File: src/helr_pkg.sv
/*
 * shared constants, register map and carriers for the error log and report block.
 * assumes a single 40 MHz core clock and an APB slave port with 32-bit data.
 */
`default_nettype none
package helr_pkg;
    localparam int NSRC = 4;
    localparam int SRCW = 2;
    localparam int INFOW = 16;
    localparam int CNTW = 16;

    // error class codes carried by the bank log
    localparam logic [1:0] CLS_NONE = 2'h0;
    localparam logic [1:0] CLS_CORR = 2'h1;
    localparam logic [1:0] CLS_UNC = 2'h2;
    localparam logic [1:0] CLS_DEF = 2'h3;

    // register byte offsets
    localparam logic [7:0] OFS_LOG_EN = 8'h00;
    localparam logic [7:0] OFS_RPT_EN = 8'h04;
    localparam logic [7:0] OFS_ACT_DIS = 8'h08;
    localparam logic [7:0] OFS_INT_STAT = 8'h0C;
    localparam logic [7:0] OFS_INT_MASK = 8'h10;
    localparam logic [7:0] OFS_THRESH = 8'h14;
    localparam logic [7:0] OFS_CORR_CNT = 8'h18;
    localparam logic [7:0] OFS_CTRL = 8'h1C;
    localparam logic [7:0] OFS_BANK0 = 8'h20;

    // bank log word fields
    localparam int LOG_VALID_BIT = 31;
    localparam int LOG_POISON_BIT = 30;
    localparam int LOG_OVF_BIT = 29;
    localparam int LOG_CLS_LSB = 16;

    // interrupt status bits
    localparam int IRQ_DEF_BIT = 0;
    localparam int IRQ_THR_BIT = 1;
    localparam int IRQ_UNC_BIT = 2;
    localparam int IRQW = 3;

    // control register bits
    localparam int CTRL_DEF_EN_BIT = 0;
    localparam int CTRL_THR_EN_BIT = 1;
    localparam int CTRL_SHUT_EN_BIT = 2;

    localparam logic [NSRC-1:0] EN_RST = 4'h0;
    localparam logic [CNTW-1:0] THRESH_RST = 16'hFFFF;

    // one detected error from a checker
    typedef struct packed {
        logic valid;
        logic correctable;
        logic deferrable;
        logic fatal;
        logic [INFOW-1:0] info;
    } helr_err_t;

    // consumption of data that carries a deferred error
    typedef struct packed {
        logic valid;
        logic [SRCW-1:0] src;
    } helr_use_t;

    // per-source action towards the checker
    typedef struct packed {
        logic correct;
        logic contain;
    } helr_act_t;
endpackage
`default_nettype wire

File: src/helr_log_mem.sv
/*
 * bank log storage: one word per error source, registered read data.
 * assumes the writer and reader share the core clock; cleared only by cold reset.
 */
`default_nettype none
module helr_log_mem
(
    // clock and cold reset
    input wire logic clk_i,
    input wire logic cold_n_i,
    // write port
    input wire logic we_i,
    input wire logic [helr_pkg::SRCW-1:0] waddr_i,
    input wire logic [31:0] wdata_i,
    // read port
    input wire logic [helr_pkg::SRCW-1:0] raddr_i,
    output logic [31:0] rdata_o
);
    logic [31:0] mem_reg [helr_pkg::NSRC];

    // storage ignores warm reset so logs survive it
    always_ff @(posedge clk_i)
    begin
        if (!cold_n_i)
        begin
            for (int i = 0; i < helr_pkg::NSRC; i++)
            begin
                mem_reg[i] <= 32'h0;
            end
            rdata_o <= 32'h0;
        end
        else
        begin
            if (we_i)
            begin
                mem_reg[waddr_i] <= wdata_i;
            end
            rdata_o <= mem_reg[raddr_i];
        end
    end
endmodule
`default_nettype wire

File: src/helr_top.sv
/*
 * error classification, bank logging and machine-check reporting for a core.
 * assumes checkers on the core clock, an APB master on the same clock, a
 * warm reset on rst_n_i and a separate cold power-up reset on cold_n_i.
 */
`default_nettype none
module helr_top
(
    // clock and resets
    input wire logic clk_i,
    input wire logic rst_n_i,
    input wire logic cold_n_i,
    // apb slave
    input wire logic psel_i,
    input wire logic penable_i,
    input wire logic pwrite_i,
    input wire logic [7:0] paddr_i,
    input wire logic [31:0] pwdata_i,
    output logic [31:0] prdata_o,
    output logic pready_o,
    output logic pslverr_o,
    // error checkers and consumption
    input wire helr_pkg::helr_err_t [helr_pkg::NSRC-1:0] err_i,
    input wire helr_pkg::helr_use_t use_i,
    output helr_pkg::helr_act_t [helr_pkg::NSRC-1:0] act_o,
    // core side
    output logic machine_check_trap_o,
    output logic shutdown_o,
    output logic irq_o
);
    typedef logic [helr_pkg::NSRC-1:0] vec_t;

    // software settings and logs: reset only by cold reset, to zero except thresh, which loads all ones
    typedef struct packed {
        vec_t log_en;
        vec_t rpt_en;
        vec_t act_dis;
        vec_t poison;
        logic [helr_pkg::IRQW-1:0] stat;
        logic [helr_pkg::IRQW-1:0] mask;
        logic [helr_pkg::CNTW-1:0] thresh;
        logic [helr_pkg::CNTW-1:0] cnt;
        logic [2:0] ctrl;
        logic shut;
    } helr_cold_t;

    // bus and output state: cleared by warm reset
    typedef struct packed {
        logic ready;
        logic [31:0] rdata;
        logic trap;
        logic irq;
        helr_pkg::helr_act_t [helr_pkg::NSRC-1:0] act;
    } helr_warm_t;

    helr_cold_t c_reg, c_next;
    helr_warm_t w_reg, w_next;

    logic mem_we;
    logic [helr_pkg::SRCW-1:0] mem_waddr;
    logic [31:0] mem_wdata;
    logic [31:0] mem_rdata;

    // pick the lowest numbered source whose class bit is set
    function automatic logic [helr_pkg::SRCW-1:0] first_src(input vec_t v);
        logic [helr_pkg::SRCW-1:0] r;
        r = '0;
        for (int i = helr_pkg::NSRC - 1; i >= 0; i--)
        begin
            if (v[i])
            begin
                r = helr_pkg::SRCW'(i);
            end
        end
        return r;
    endfunction

    // uncorrected, deferred and corrected flags per source
    // a correctable flag wins, so a checker cannot give one error two classes
    vec_t is_unc, is_def, is_corr, is_fatal;
    genvar g;
    generate
        for (g = 0; g < helr_pkg::NSRC; g++)
        begin : g_cls
            assign is_corr[g] = err_i[g].valid && err_i[g].correctable;
            assign is_def[g] = err_i[g].valid && !err_i[g].correctable
                               && err_i[g].deferrable && !err_i[g].fatal;
            assign is_unc[g] = err_i[g].valid && !err_i[g].correctable && !is_def[g];
            assign is_fatal[g] = is_unc[g] && err_i[g].fatal;
        end
    endgenerate

    // ready high marks the answer cycle; no second take there, one answer per access
    logic apb_wr, apb_rd, bank_hit;
    assign apb_wr = psel_i && penable_i && pwrite_i && !w_reg.ready;
    assign apb_rd = psel_i && penable_i && !pwrite_i && !w_reg.ready;
    // only the bank words decode here, so offsets above them read as zero
    assign bank_hit = paddr_i[7:helr_pkg::SRCW+2] == helr_pkg::OFS_BANK0[7:helr_pkg::SRCW+2];

    // bank store for the logged error words
    // read address follows paddr_i, so the word is ready one edge after setup
    helr_log_mem u_mem
    (
        .clk_i(clk_i),
        .cold_n_i(cold_n_i),
        .we_i(mem_we),
        .waddr_i(mem_waddr),
        .wdata_i(mem_wdata),
        .raddr_i(paddr_i[helr_pkg::SRCW+1:2]),
        .rdata_o(mem_rdata)
    );

    // classification, logging, reporting and register access
    always_comb
    begin
        vec_t use_vec, unc_now, ev;
        logic [1:0] cls;
        logic [helr_pkg::SRCW-1:0] s;
        logic [helr_pkg::CNTW-1:0] cnt_inc;
        logic [helr_pkg::IRQW-1:0] set, clr;
        use_vec = '0;
        unc_now = '0;
        ev = '0;
        cls = helr_pkg::CLS_NONE;
        s = '0;
        cnt_inc = '0;
        set = '0;
        clr = '0;
        c_next = c_reg;
        w_next = w_reg;
        mem_we = 1'b0;
        mem_waddr = '0;
        mem_wdata = 32'h0;
        use_vec[use_i.src] = use_i.valid;

        // correct or contain unless disabled
        // actions stand one cycle, matching the single error cycle behind them
        for (int i = 0; i < helr_pkg::NSRC; i++)
        begin
            w_next.act[i].correct = is_corr[i] && !c_reg.act_dis[i];
            w_next.act[i].contain = (is_unc[i] || is_def[i]) && !c_reg.act_dis[i];
        end

        // poisoned data escalates when consumed
        // consuming clean data is harmless and raises nothing
        unc_now = is_unc | (use_vec & c_reg.poison);

        // uncorrected beats deferred beats corrected
        // one log port, so only the most urgent event of a cycle is kept
        if (|unc_now)
        begin
            ev = unc_now;
            cls = helr_pkg::CLS_UNC;
        end
        else if (|is_def)
        begin
            ev = is_def;
            cls = helr_pkg::CLS_DEF;
        end
        else if (|is_corr)
        begin
            ev = is_corr;
            cls = helr_pkg::CLS_CORR;
        end
        s = first_src(ev);

        // log only into enabled banks, regardless of reporting
        // info comes from the chosen source's err_i, a consumption event included
        if ((|ev) && c_reg.log_en[s])
        begin
            mem_we = 1'b1;
            mem_waddr = s;
            mem_wdata = 32'h0;
            mem_wdata[helr_pkg::LOG_VALID_BIT] = 1'b1;
            mem_wdata[helr_pkg::LOG_POISON_BIT] = c_reg.poison[s] | is_def[s];
            mem_wdata[helr_pkg::LOG_CLS_LSB +: 2] = cls;
            mem_wdata[helr_pkg::INFOW-1:0] = err_i[s].info;
        end

        // mark deferred data as poisoned, drop on consumption
        // a deferral and a consumption in one cycle leave the word poisoned
        c_next.poison = (c_reg.poison & ~use_vec) | is_def;

        // one pulse, only uncorrected and only if reporting
        // the trap follows the error by one edge, so the core sees a clean pulse
        w_next.trap = (cls == helr_pkg::CLS_UNC) && c_reg.rpt_en[s];

        // uncontainable error halts the core until cold reset
        // held across warm reset, since a halted core must stay halted
        if ((|is_fatal) && c_reg.ctrl[helr_pkg::CTRL_SHUT_EN_BIT])
        begin
            c_next.shut = 1'b1;
        end

        // deferred interrupt, apart from trap enables
        // the uncorrected status bit lets polling software see errors with traps off
        set[helr_pkg::IRQ_DEF_BIT] = (|is_def) && c_reg.ctrl[helr_pkg::CTRL_DEF_EN_BIT];
        set[helr_pkg::IRQ_UNC_BIT] = cls == helr_pkg::CLS_UNC;

        // count logged corrected errors, flag on passing threshold
        // the counter saturates, so a flood never wraps and re-arms the flag
        cnt_inc = c_reg.cnt;
        if ((cls == helr_pkg::CLS_CORR) && c_reg.log_en[s] && (c_reg.cnt != '1))
        begin
            cnt_inc = c_reg.cnt + 1'b1;
        end
        c_next.cnt = cnt_inc;
        set[helr_pkg::IRQ_THR_BIT] = c_reg.ctrl[helr_pkg::CTRL_THR_EN_BIT]
                                     && (cnt_inc > c_reg.thresh)
                                     && (c_reg.cnt <= c_reg.thresh);

        // apb access: one wait state, answer in the cycle after access
        // the wait state lets every read, bank words included, leave a flop
        w_next.ready = apb_wr || apb_rd;
        w_next.rdata = 32'h0;
        if (apb_wr)
        begin
            case (paddr_i)
                helr_pkg::OFS_LOG_EN:
                begin
                    c_next.log_en = pwdata_i[helr_pkg::NSRC-1:0];
                end
                helr_pkg::OFS_RPT_EN:
                begin
                    c_next.rpt_en = pwdata_i[helr_pkg::NSRC-1:0];
                end
                helr_pkg::OFS_ACT_DIS:
                begin
                    c_next.act_dis = pwdata_i[helr_pkg::NSRC-1:0];
                end
                helr_pkg::OFS_INT_STAT:
                begin
                    // write one to clear; a same-cycle event still wins below
                    clr = pwdata_i[helr_pkg::IRQW-1:0];
                end
                helr_pkg::OFS_INT_MASK:
                begin
                    c_next.mask = pwdata_i[helr_pkg::IRQW-1:0];
                end
                helr_pkg::OFS_THRESH:
                begin
                    c_next.thresh = pwdata_i[helr_pkg::CNTW-1:0];
                end
                helr_pkg::OFS_CORR_CNT:
                begin
                    // a preload overrides any count made in the same cycle
                    c_next.cnt = pwdata_i[helr_pkg::CNTW-1:0];
                end
                helr_pkg::OFS_CTRL:
                begin
                    // the shutdown bit is read only, so three bits are kept
                    c_next.ctrl = pwdata_i[2:0];
                end
                default:
                begin
                    // bank words and unmapped offsets ignore writes
                    c_next.log_en = c_next.log_en;
                end
            endcase
        end
        if (apb_rd)
        begin
            case (paddr_i)
                helr_pkg::OFS_LOG_EN: w_next.rdata[helr_pkg::NSRC-1:0] = c_reg.log_en;
                helr_pkg::OFS_RPT_EN: w_next.rdata[helr_pkg::NSRC-1:0] = c_reg.rpt_en;
                helr_pkg::OFS_ACT_DIS: w_next.rdata[helr_pkg::NSRC-1:0] = c_reg.act_dis;
                helr_pkg::OFS_INT_STAT: w_next.rdata[helr_pkg::IRQW-1:0] = c_reg.stat;
                helr_pkg::OFS_INT_MASK: w_next.rdata[helr_pkg::IRQW-1:0] = c_reg.mask;
                helr_pkg::OFS_THRESH: w_next.rdata[helr_pkg::CNTW-1:0] = c_reg.thresh;
                helr_pkg::OFS_CORR_CNT: w_next.rdata[helr_pkg::CNTW-1:0] = c_reg.cnt;
                helr_pkg::OFS_CTRL: w_next.rdata = {28'h0, c_reg.shut, c_reg.ctrl};
                default:
                begin
                    // bank word was fetched one edge before the access edge; a log
                    // written at that very edge shows only on the next read
                    if (bank_hit)
                    begin
                        w_next.rdata = mem_rdata;
                    end
                end
            endcase
        end

        // sticky status: a new event wins over a write-one clear
        // irq uses the old mask, so a mask write takes effect one cycle later
        c_next.stat = (c_reg.stat & ~clr) | set;
        w_next.irq = |(c_next.stat & c_reg.mask);
    end

    // settings and logs reset only on cold power-up
    // a warm reset keeps them so boot code can read what caused it
    always_ff @(posedge clk_i)
    begin
        if (!cold_n_i)
        begin
            c_reg <= '0;
            c_reg.thresh <= helr_pkg::THRESH_RST;
        end
        else
        begin
            c_reg <= c_next;
        end
    end

    // bus and pulse state clears on every reset
    // pending answers and pulses are dropped, software state is not
    always_ff @(posedge clk_i)
    begin
        if (!rst_n_i || !cold_n_i)
        begin
            w_reg <= '0;
        end
        else
        begin
            w_reg <= w_next;
        end
    end

    assign prdata_o = w_reg.rdata;
    assign pready_o = w_reg.ready;
    // every offset answers, so the error response stays low
    assign pslverr_o = 1'b0;
    assign act_o = w_reg.act;
    assign machine_check_trap_o = w_reg.trap;
    assign shutdown_o = c_reg.shut;
    assign irq_o = w_reg.irq;
endmodule
`default_nettype wire

File: config.mk
export PLATFORM = sky130hd
export DESIGN_NAME = helr_top
export DESIGN_NICKNAME = d
export VERILOG_FILES = /design/src/helr_pkg.sv /design/src/helr_log_mem.sv /design/src/helr_top.sv
export SDC_FILE = /design/constraint.sdc
export NUM_CORES = 1
export LEC_CHECK = 0
export BUFFER_PORTS_ARGS = -buffer_cell sky130_fd_sc_hd__buf_2
export CORE_MARGIN = 8
export CORE_UTILIZATION = 53
export CTS_CLUSTER_DIAMETER = 200
export DETAILED_ROUTE_END_ITERATION = 12
export PLACE_DENSITY = 0.8
export REMOVE_ABC_BUFFERS = 1
export SYNTH_ARGS = -nofsm -noshare
export SYNTH_HDL_FRONTEND = slang
export SYNTH_HIERARCHICAL = 1
export SYNTH_SLANG_ARGS = --single-unit
File: constraint.sdc
create_clock -name clk_i -period 6.35 [get_ports clk_i]
set_input_delay 1.905 -clock clk_i [delete_from_list [all_inputs] [get_ports clk_i]]
set_output_delay 1.905 -clock clk_i [all_outputs]
set_load 0.1 [all_outputs]
=== Word level (Yosys, flattened, before mapping) ===
Memory sizes are Yosys's and may differ from the RTL's. A register that Yosys moved wholly into a read port is not among the register bits.
Index checks and enable logic that the tools add are counted.

* Register bits after elaboration: 101
* RAM bits: 128
* Bits of input ports: 129
* Output and inout port bits: 45
* Word-level logic and storage cells: 187
* Memories kept: 1

* Add/sub/neg operators: 1
* $lt $le $gt $ge: 5
* Equality and inequality tests: 11
* Multiplexer cells: 42
* Bitwise logic cells: 13
* Reduce and logical (&&, ||, !) cells: 91

{| class="wikitable"
|+ Memories
! memory !! depth !! width !! rd ports !! clocked after memory_dff !! wr ports !! RTL line !! text
|-
| u_mem.mem_reg || 4 || 32 || 1 || 1 || 4 || helr_log_mem.sv:19 || <nowiki>logic [31:0] mem_reg [helr_pkg::NSRC];</nowiki>
|}

{| class="wikitable"
|+ Operator list
! kind !! number
|-
| $mux 16 || 4
|-
| $mux 32 || 2
|-
| $logic_and 1x1->1 || 46
|-
| $bmux 20 s2 || 1
|-
| $pmux 12 s3 || 1
|-
| $eq 8x5->1 const B || 4
|-
| $reduce_or 32->1 || 1
|-
| $pmux 3 s8 || 1
|-
| $logic_not 1->1 || 21
|-
| $reduce_or 4->1 || 5
|-
| $mux 19 || 1
|-
| $add 16x1->16 const B || 1
|-
| $eq 8x4->1 const B || 2
|-
| $gt 16x16->1 || 1
|-
| $le 16x16->1 || 1
|-
| $mux 2 || 8
|-
| $ne 16x16->1 const B || 1
|-
| $and 4x4->4 || 3
|-
| $mux 1 || 12
|-
| $mux 4 || 3
|-
| $reduce_and 2->1 || 6
|-
| $reduce_or 11->1 || 1
|-
| $mux 3 || 3
|-
| $bmux 1 s2 || 4
|-
| 20 further kinds || 30
|}

=== Logic depth before layout (Yosys ltp) ===
* Word-level depth: 24
* Gate-level depth with buffers: 18
* Mapped depth without buffers: 16

=== Cells and area by module ===
The synthesis kept the hierarchy.

{| class="wikitable"
|+ By module, submodules not included
! module !! times used !! cells each !! area an instance (um^2) !! seq. area each (um^2)
|-
| helr_log_mem || 1 || 425 || 6505.0 || 4484.3
|-
| helr_top || 1 || 689 || 5943.2 || 2021.9
|}

=== Worst setup path before layout ===
No wires, ideal clock.

* Path kind: input to register
* Start point: in err_i[18] in the netlist's numbering
* End point: mem u_mem.mem_reg[2][0], enable pin
* Library setup time: 466 ps
* Data arrival time: 6375 ps
* Required time: 5884 ps
* Slack: -491 ps
* Stages on the path: 12
* Buffers on the path: 2
* Cell sequence: nor4bb_1 a41oi_1 o41ai_1 nor3_1 nor2_1 and3_1 o31ai_1 clkbuf_1 inv_1 buf_4 nand2_1 o21ai_0

{| class="wikitable"
|+ RTL lines
! element !! RTL line !! text
|-
| start, declared || helr_top.sv:23 || <nowiki>input wire helr_pkg::helr_err_t [helr_pkg::NSRC-1:0] err_i,</nowiki>
|-
| end, declared || helr_log_mem.sv:19 ||
|}

=== Final worst setup path ===
* Start point: in use_i[1] in the netlist's numbering
* End point: reg w_reg (netlist bit irq_o)

* Longest elaborated chain between the ends: 24
* Elaborated cells between the ends (all ways): 28
* Those cells by class: order compare (3); eq/ne (2); mux (11); bitwise (5); reduce/logical (7)

{| class="wikitable"
|+ RTL lines
! element !! RTL line !! text
|-
| start, declared || helr_top.sv:24 || <nowiki>input wire helr_pkg::helr_use_t use_i,</nowiki>
|-
| $lt 2x3->1 (not written as such) or $ge 2x1->1 (tied branches) || helr_top.sv:134 || <nowiki>use_vec[use_i.src] = use_i.valid;</nowiki>
|-
| $logic_and 1x1->1 (not written as such) || helr_top.sv:134 ||
|-
| $mux 1 (not written as such) || helr_top.sv:134 ||
|-
| $demux 1 s2 * || helr_top.sv:134 ||
|-
| $and 4x4->4 (no source line) * || -- ||
|-
| $and 4x4->4 * || helr_top.sv:146 || <nowiki>unc_now = is_unc | (use_vec & c_reg.poison);</nowiki>
|-
| $or 4x4->4 * || helr_top.sv:146 ||
|-
| $reduce_or 4->1 || helr_top.sv:150 || <nowiki>if (|unc_now)</nowiki>
|-
| [7 not listed] || -- ||
|-
| $logic_and 1x1->1 (2 in series) || helr_top.sv:203 || <nowiki>if ((cls == helr_pkg::CLS_CORR) && c_reg.log_en[s] && (c_reg.cnt != '1))</nowiki>
|-
| $mux 16 || helr_top.sv:203 ||
|-
| $gt 16x16->1 || helr_top.sv:209 || <nowiki>&& (cnt_inc > c_reg.thresh)</nowiki>
|-
| $logic_and 1x1->1 || helr_top.sv:209 ||
|-
| $logic_and 1x1->1 || helr_top.sv:210 || <nowiki>&& (c_reg.cnt <= c_reg.thresh);</nowiki>
|-
| $or 3x3->3 * || helr_top.sv:286 || <nowiki>c_next.stat = (c_reg.stat & ~clr) | set;</nowiki>
|-
| $and 3x3->3 * || helr_top.sv:287 || <nowiki>w_next.irq = |(c_next.stat & c_reg.mask);</nowiki>
|-
| $reduce_or 3->1 * || helr_top.sv:287 ||
|-
| end signal, assigned || helr_top.sv:315 || <nowiki>w_reg <= w_next;</nowiki>
|-
| end, declared || helr_top.sv:57 || <nowiki>helr_warm_t w_reg, w_next;</nowiki>
|}

Mark *: on every way between the ends. The rest lies on a longest branch, timed or not. The select of a mux whose other input is x is not followed.
A chain may end at the register's enable or synchronous reset.

==> flow_metrics.env <==
export IMPL_reg2reg_from="c_reg[44]$_SDFF_PN0_"
export IMPL_cp_data_arrival_time_ns=6.30
export IMPL_maxCapViolations=0
export IMPL_setup_viol=0
export IMPL_r2r_end="irq_o$_SDFF_PP0_"
export IMPL_grt_pass1_wl_um=48500
export IMPL_htreeDepth=1
export IMPL_drive_above_1_share=0.186
export IMPL_ys_seq_elements=261
export IMPL_track_usage=0.210
export IMPL_hold_buffers=0
export IMPL_slew_headroom=0.242
export IMPL_synth_top_area_frac=0.309
export IMPL_whs_path_depth=1
export IMPL_gp_congestion=0.923
export IMPL_cts_made_buffers=27
export IMPL_cp_start_kind="input port"
export IMPL_synthesis_area_mm2=0.0124
export IMPL_clk_latency_ns=0.55
export IMPL_clock_sinks=261
export IMPL_powerDensity_mw_per_mm2=263
export IMPL_synth_cells=1114
export IMPL_design_core_area_mm2=0.0233
export IMPL_port_buffers=156
export IMPL_drc_errors=0
export IMPL_pre_cts_ws_ns=-0.00934
export IMPL_rr_worst_depth=15
export IMPL_antenna_found_initial=1
export IMPL_worstMarginPinSlew_ns=1.14
export IMPL_hold_viol_final=0
export IMPL_avgRoutedWirePerCell_um=18.8
export IMPL_cts_tree="yes"
export IMPL_final_util=0.622
export IMPL_rows=56
export IMPL_yosysTopAreaCell="edfxtp_1"
export IMPL_p_switching_w=0.000930
export IMPL_total_power_w=0.00381
export IMPL_io_pins=174
export IMPL_postRouteAntennaNets=0
export IMPL_fin_crit_sh=0.927
export IMPL_dieWidth_um=169
export IMPL_crit_path_max_fanout=5
export IMPL_p_sw_frac=0.244
export IMPL_p_leak_nw=6.33
export IMPL_drt_initial_drc_count=896
export IMPL_ff2ff_setup_slack_ns=1.74
export IMPL_synth_area_leaders="edfxtp_1 31%, dfxtp_1 21%, mux2i_1 7.3%, and2_1 6.0%, ha_1 3.3%"
export IMPL_largest_reg_flops=128
export IMPL_holdPathEnd="prdata_o[29]$_SDFF_PP0_"
export IMPL_vdd_drop_max_mv=0.184
export IMPL_synth_edf_count=128
export IMPL_layout_commonest_cell="buf_2"
export IMPL_final_instance_count_excl_fill=1643
export IMPL_vias_per_cell=5.71
export IMPL_seqPwrFrac=0.483
export IMPL_skew_ns=0.0110
export IMPL_drt_first_pass_iters=6
export IMPL_crit_path_end_kind="flop"
export IMPL_wl_um=30900
export IMPL_hold_path_class="reg -> reg"
export IMPL_min_delay_start="u_mem/rdata_o[29]$_SDFF_PN0_"
export IMPL_clock_power_share=0.414
export IMPL_die_area_mm2=0.0286
export IMPL_syn_avg_cell_area_um2=11.2
export IMPL_required_ns=6.76
export IMPL_combPwrFrac=0.103
export IMPL_placed_cells=1591
export IMPL_cts_resized=0
export IMPL_p_int_w=0.00288
export IMPL_initial_utilization=0.535
export IMPL_synthDistinctLibCells=70
export IMPL_vias=9378
export IMPL_ys_flop_type="dfxtp_1"
export IMPL_clockBufferDepth=3
export IMPL_root_buffer="clkbuf_16"
export IMPL_fin_ws_ns=0.462
export IMPL_status="completed"
export IMPL_final_cell_mix="155 x buf_2, 133 x dfxtp_1, 128 x edfxtp_1"
export IMPL_async_reset_ff_frac=0
export IMPL_drv_slew=0
export IMPL_fin_nets=1463
export IMPL_grt_max_degree=65
export IMPL_grt_overflow_total=0
export IMPL_dp_hpwl_um=20300
export IMPL_rsz0062_at_grt="false"
export IMPL_grt_pass1_vias=9350
export IMPL_fp_dieH_um=169
export IMPL_max_freq_ghz=0.170
export IMPL_ys_warnings_count=6
export IMPL_cts_setup_buffers=0
export IMPL_crit_type="in -> reg"
export IMPL_seq_area_frac_synth=0.523
export IMPL_clkTransAtPathRegs_ns=0.06
export IMPL_synthToLayoutAreaGrowth_pct=16.3
export IMPL_layout_min_cycle_time_ns=5.89
routing by layer:
| metal | wire length, µm | vias to the layer above | track usage |
|---|---|---|---|
| met3 | 2450 | 67 | 0.0388 |
| li1 | - | 4453 | - |
| met2 | 14300 | 411 | 0.346 |
| met4 | 1100 | 0 | 0.0877 |
| met5 | 0 | - | 0 |
| met1 | 13000 | 4447 | 0.269 |
worst max-delay path: stages:
cell,delay (ns)
buf_2,0.11
and3b_1,0.21
a22o_1,0.28
o41ai_1,0.83
nor3_1,0.23
a2111oi_4,0.45
nand2_1,0.15
mux2_2,0.30
ha_1,0.30
nor2b_1,0.14
o21a_1,0.15
o21ai_0,0.24
a21oi_1,0.11
o31ai_1,0.24
a21oi_1,0.10
o221ai_1,0.40
o22ai_1,0.15
per-stage QoR:
step | hold slack [ns] | setup TNS, ns | instance area, µm²
6_report | 0.425 | 0 | 14500
2_1_floorplan | 0.401 | -119.97 | 12200
3_3_place_gp | 0.410 | 0 | 13600
3_5_place_dp | 0.413 | -0.00934 | 13600
5_1_grt | 0.443 | 0 | 14500
4_1_cts | 0.428 | 0 | 14500
Yosys cell counts, types with 4 or more instances:
cell type	count
buf_1	4
edfxtp_1	128
o211a_1	8
buf_2	13
buf_6	11
nand2b_1	19
nor3_1	9
xnor2_1	12
nor2_1	41
a22o_1	4
ha_1	33
a21oi_1	32
mux2i_1	91
nor2b_1	33
nor3b_1	6
and3_1	37
a222oi_1	13
nand4_1	13
nand2_1	58
inv_1	25
dfxtp_1	133
and2_1	119
mux2_2	5
nand3_1	29
o211ai_1	17
or3_1	4
a21o_1	8
o22ai_1	35
o21ai_0	20
a22oi_1	7
a211oi_1	40
clkbuf_1	35
nor4bb_1	4
kinds of logic (layout without fill, tap and decap cells):
kind of cell / after synthesis / count (layout) / synth area share
mux: 99 / 99 / 0.0831
fa+ha+maj: 33 / 33 / 0.0332
xor+xnor: 12 / 12 / 0.00844
buf+inv: 97 / 257 / 0.0447
compound gates: 214 / 214 / 0.124
other cells: 1 / 51 / 0.000301
simple gates: 397 / 397 / 0.183
flops: 261 / 261 / 0.523
how the worst max path moves through the flow:
stage	start	endpoint	cells past startpoint
floorplan	err_i[18]	u_mem/mem_reg[2][0]$_SDFFCE_PN0P_	10
global placement	use_i[1]	irq_o$_SDFF_PP0_	17
detailed placement	use_i[1]	irq_o$_SDFF_PP0_	17
CTS	use_i[1]	irq_o$_SDFF_PP0_	17
global route	use_i[1]	irq_o$_SDFF_PP0_	17
finish	use_i[1]	irq_o$_SDFF_PP0_	17
power by group through the flow:
stage | Combinational, W | Clock, W | Sequential [W]
5_1_grt | 0.000428 | 0.00167 | 0.00185
4_1_cts | 0.000390 | 0.00160 | 0.00184
3_5_place_dp | 0.000388 | 0 | 0.00188
2_1_floorplan | 0.000209 | 0 | 0.00189
3_3_place_gp | 0.000380 | 0 | 0.00188
6_report | 0.000393 | 0.00158 | 0.00184
area by class of cell:
cell class / count / area, µm²
fill: 1910 / 8790
antenna: 2 / 5.00
clock inverter: 15 / 165
sequential: 261 / 6510
multi-input combinational: 804 / 5610
timing repair buffer: 182 / 978
inverter: 25 / 93.8
clock buffer: 35 / 716
tap: 319 / 399
Power figures use the tool's default switching activity.
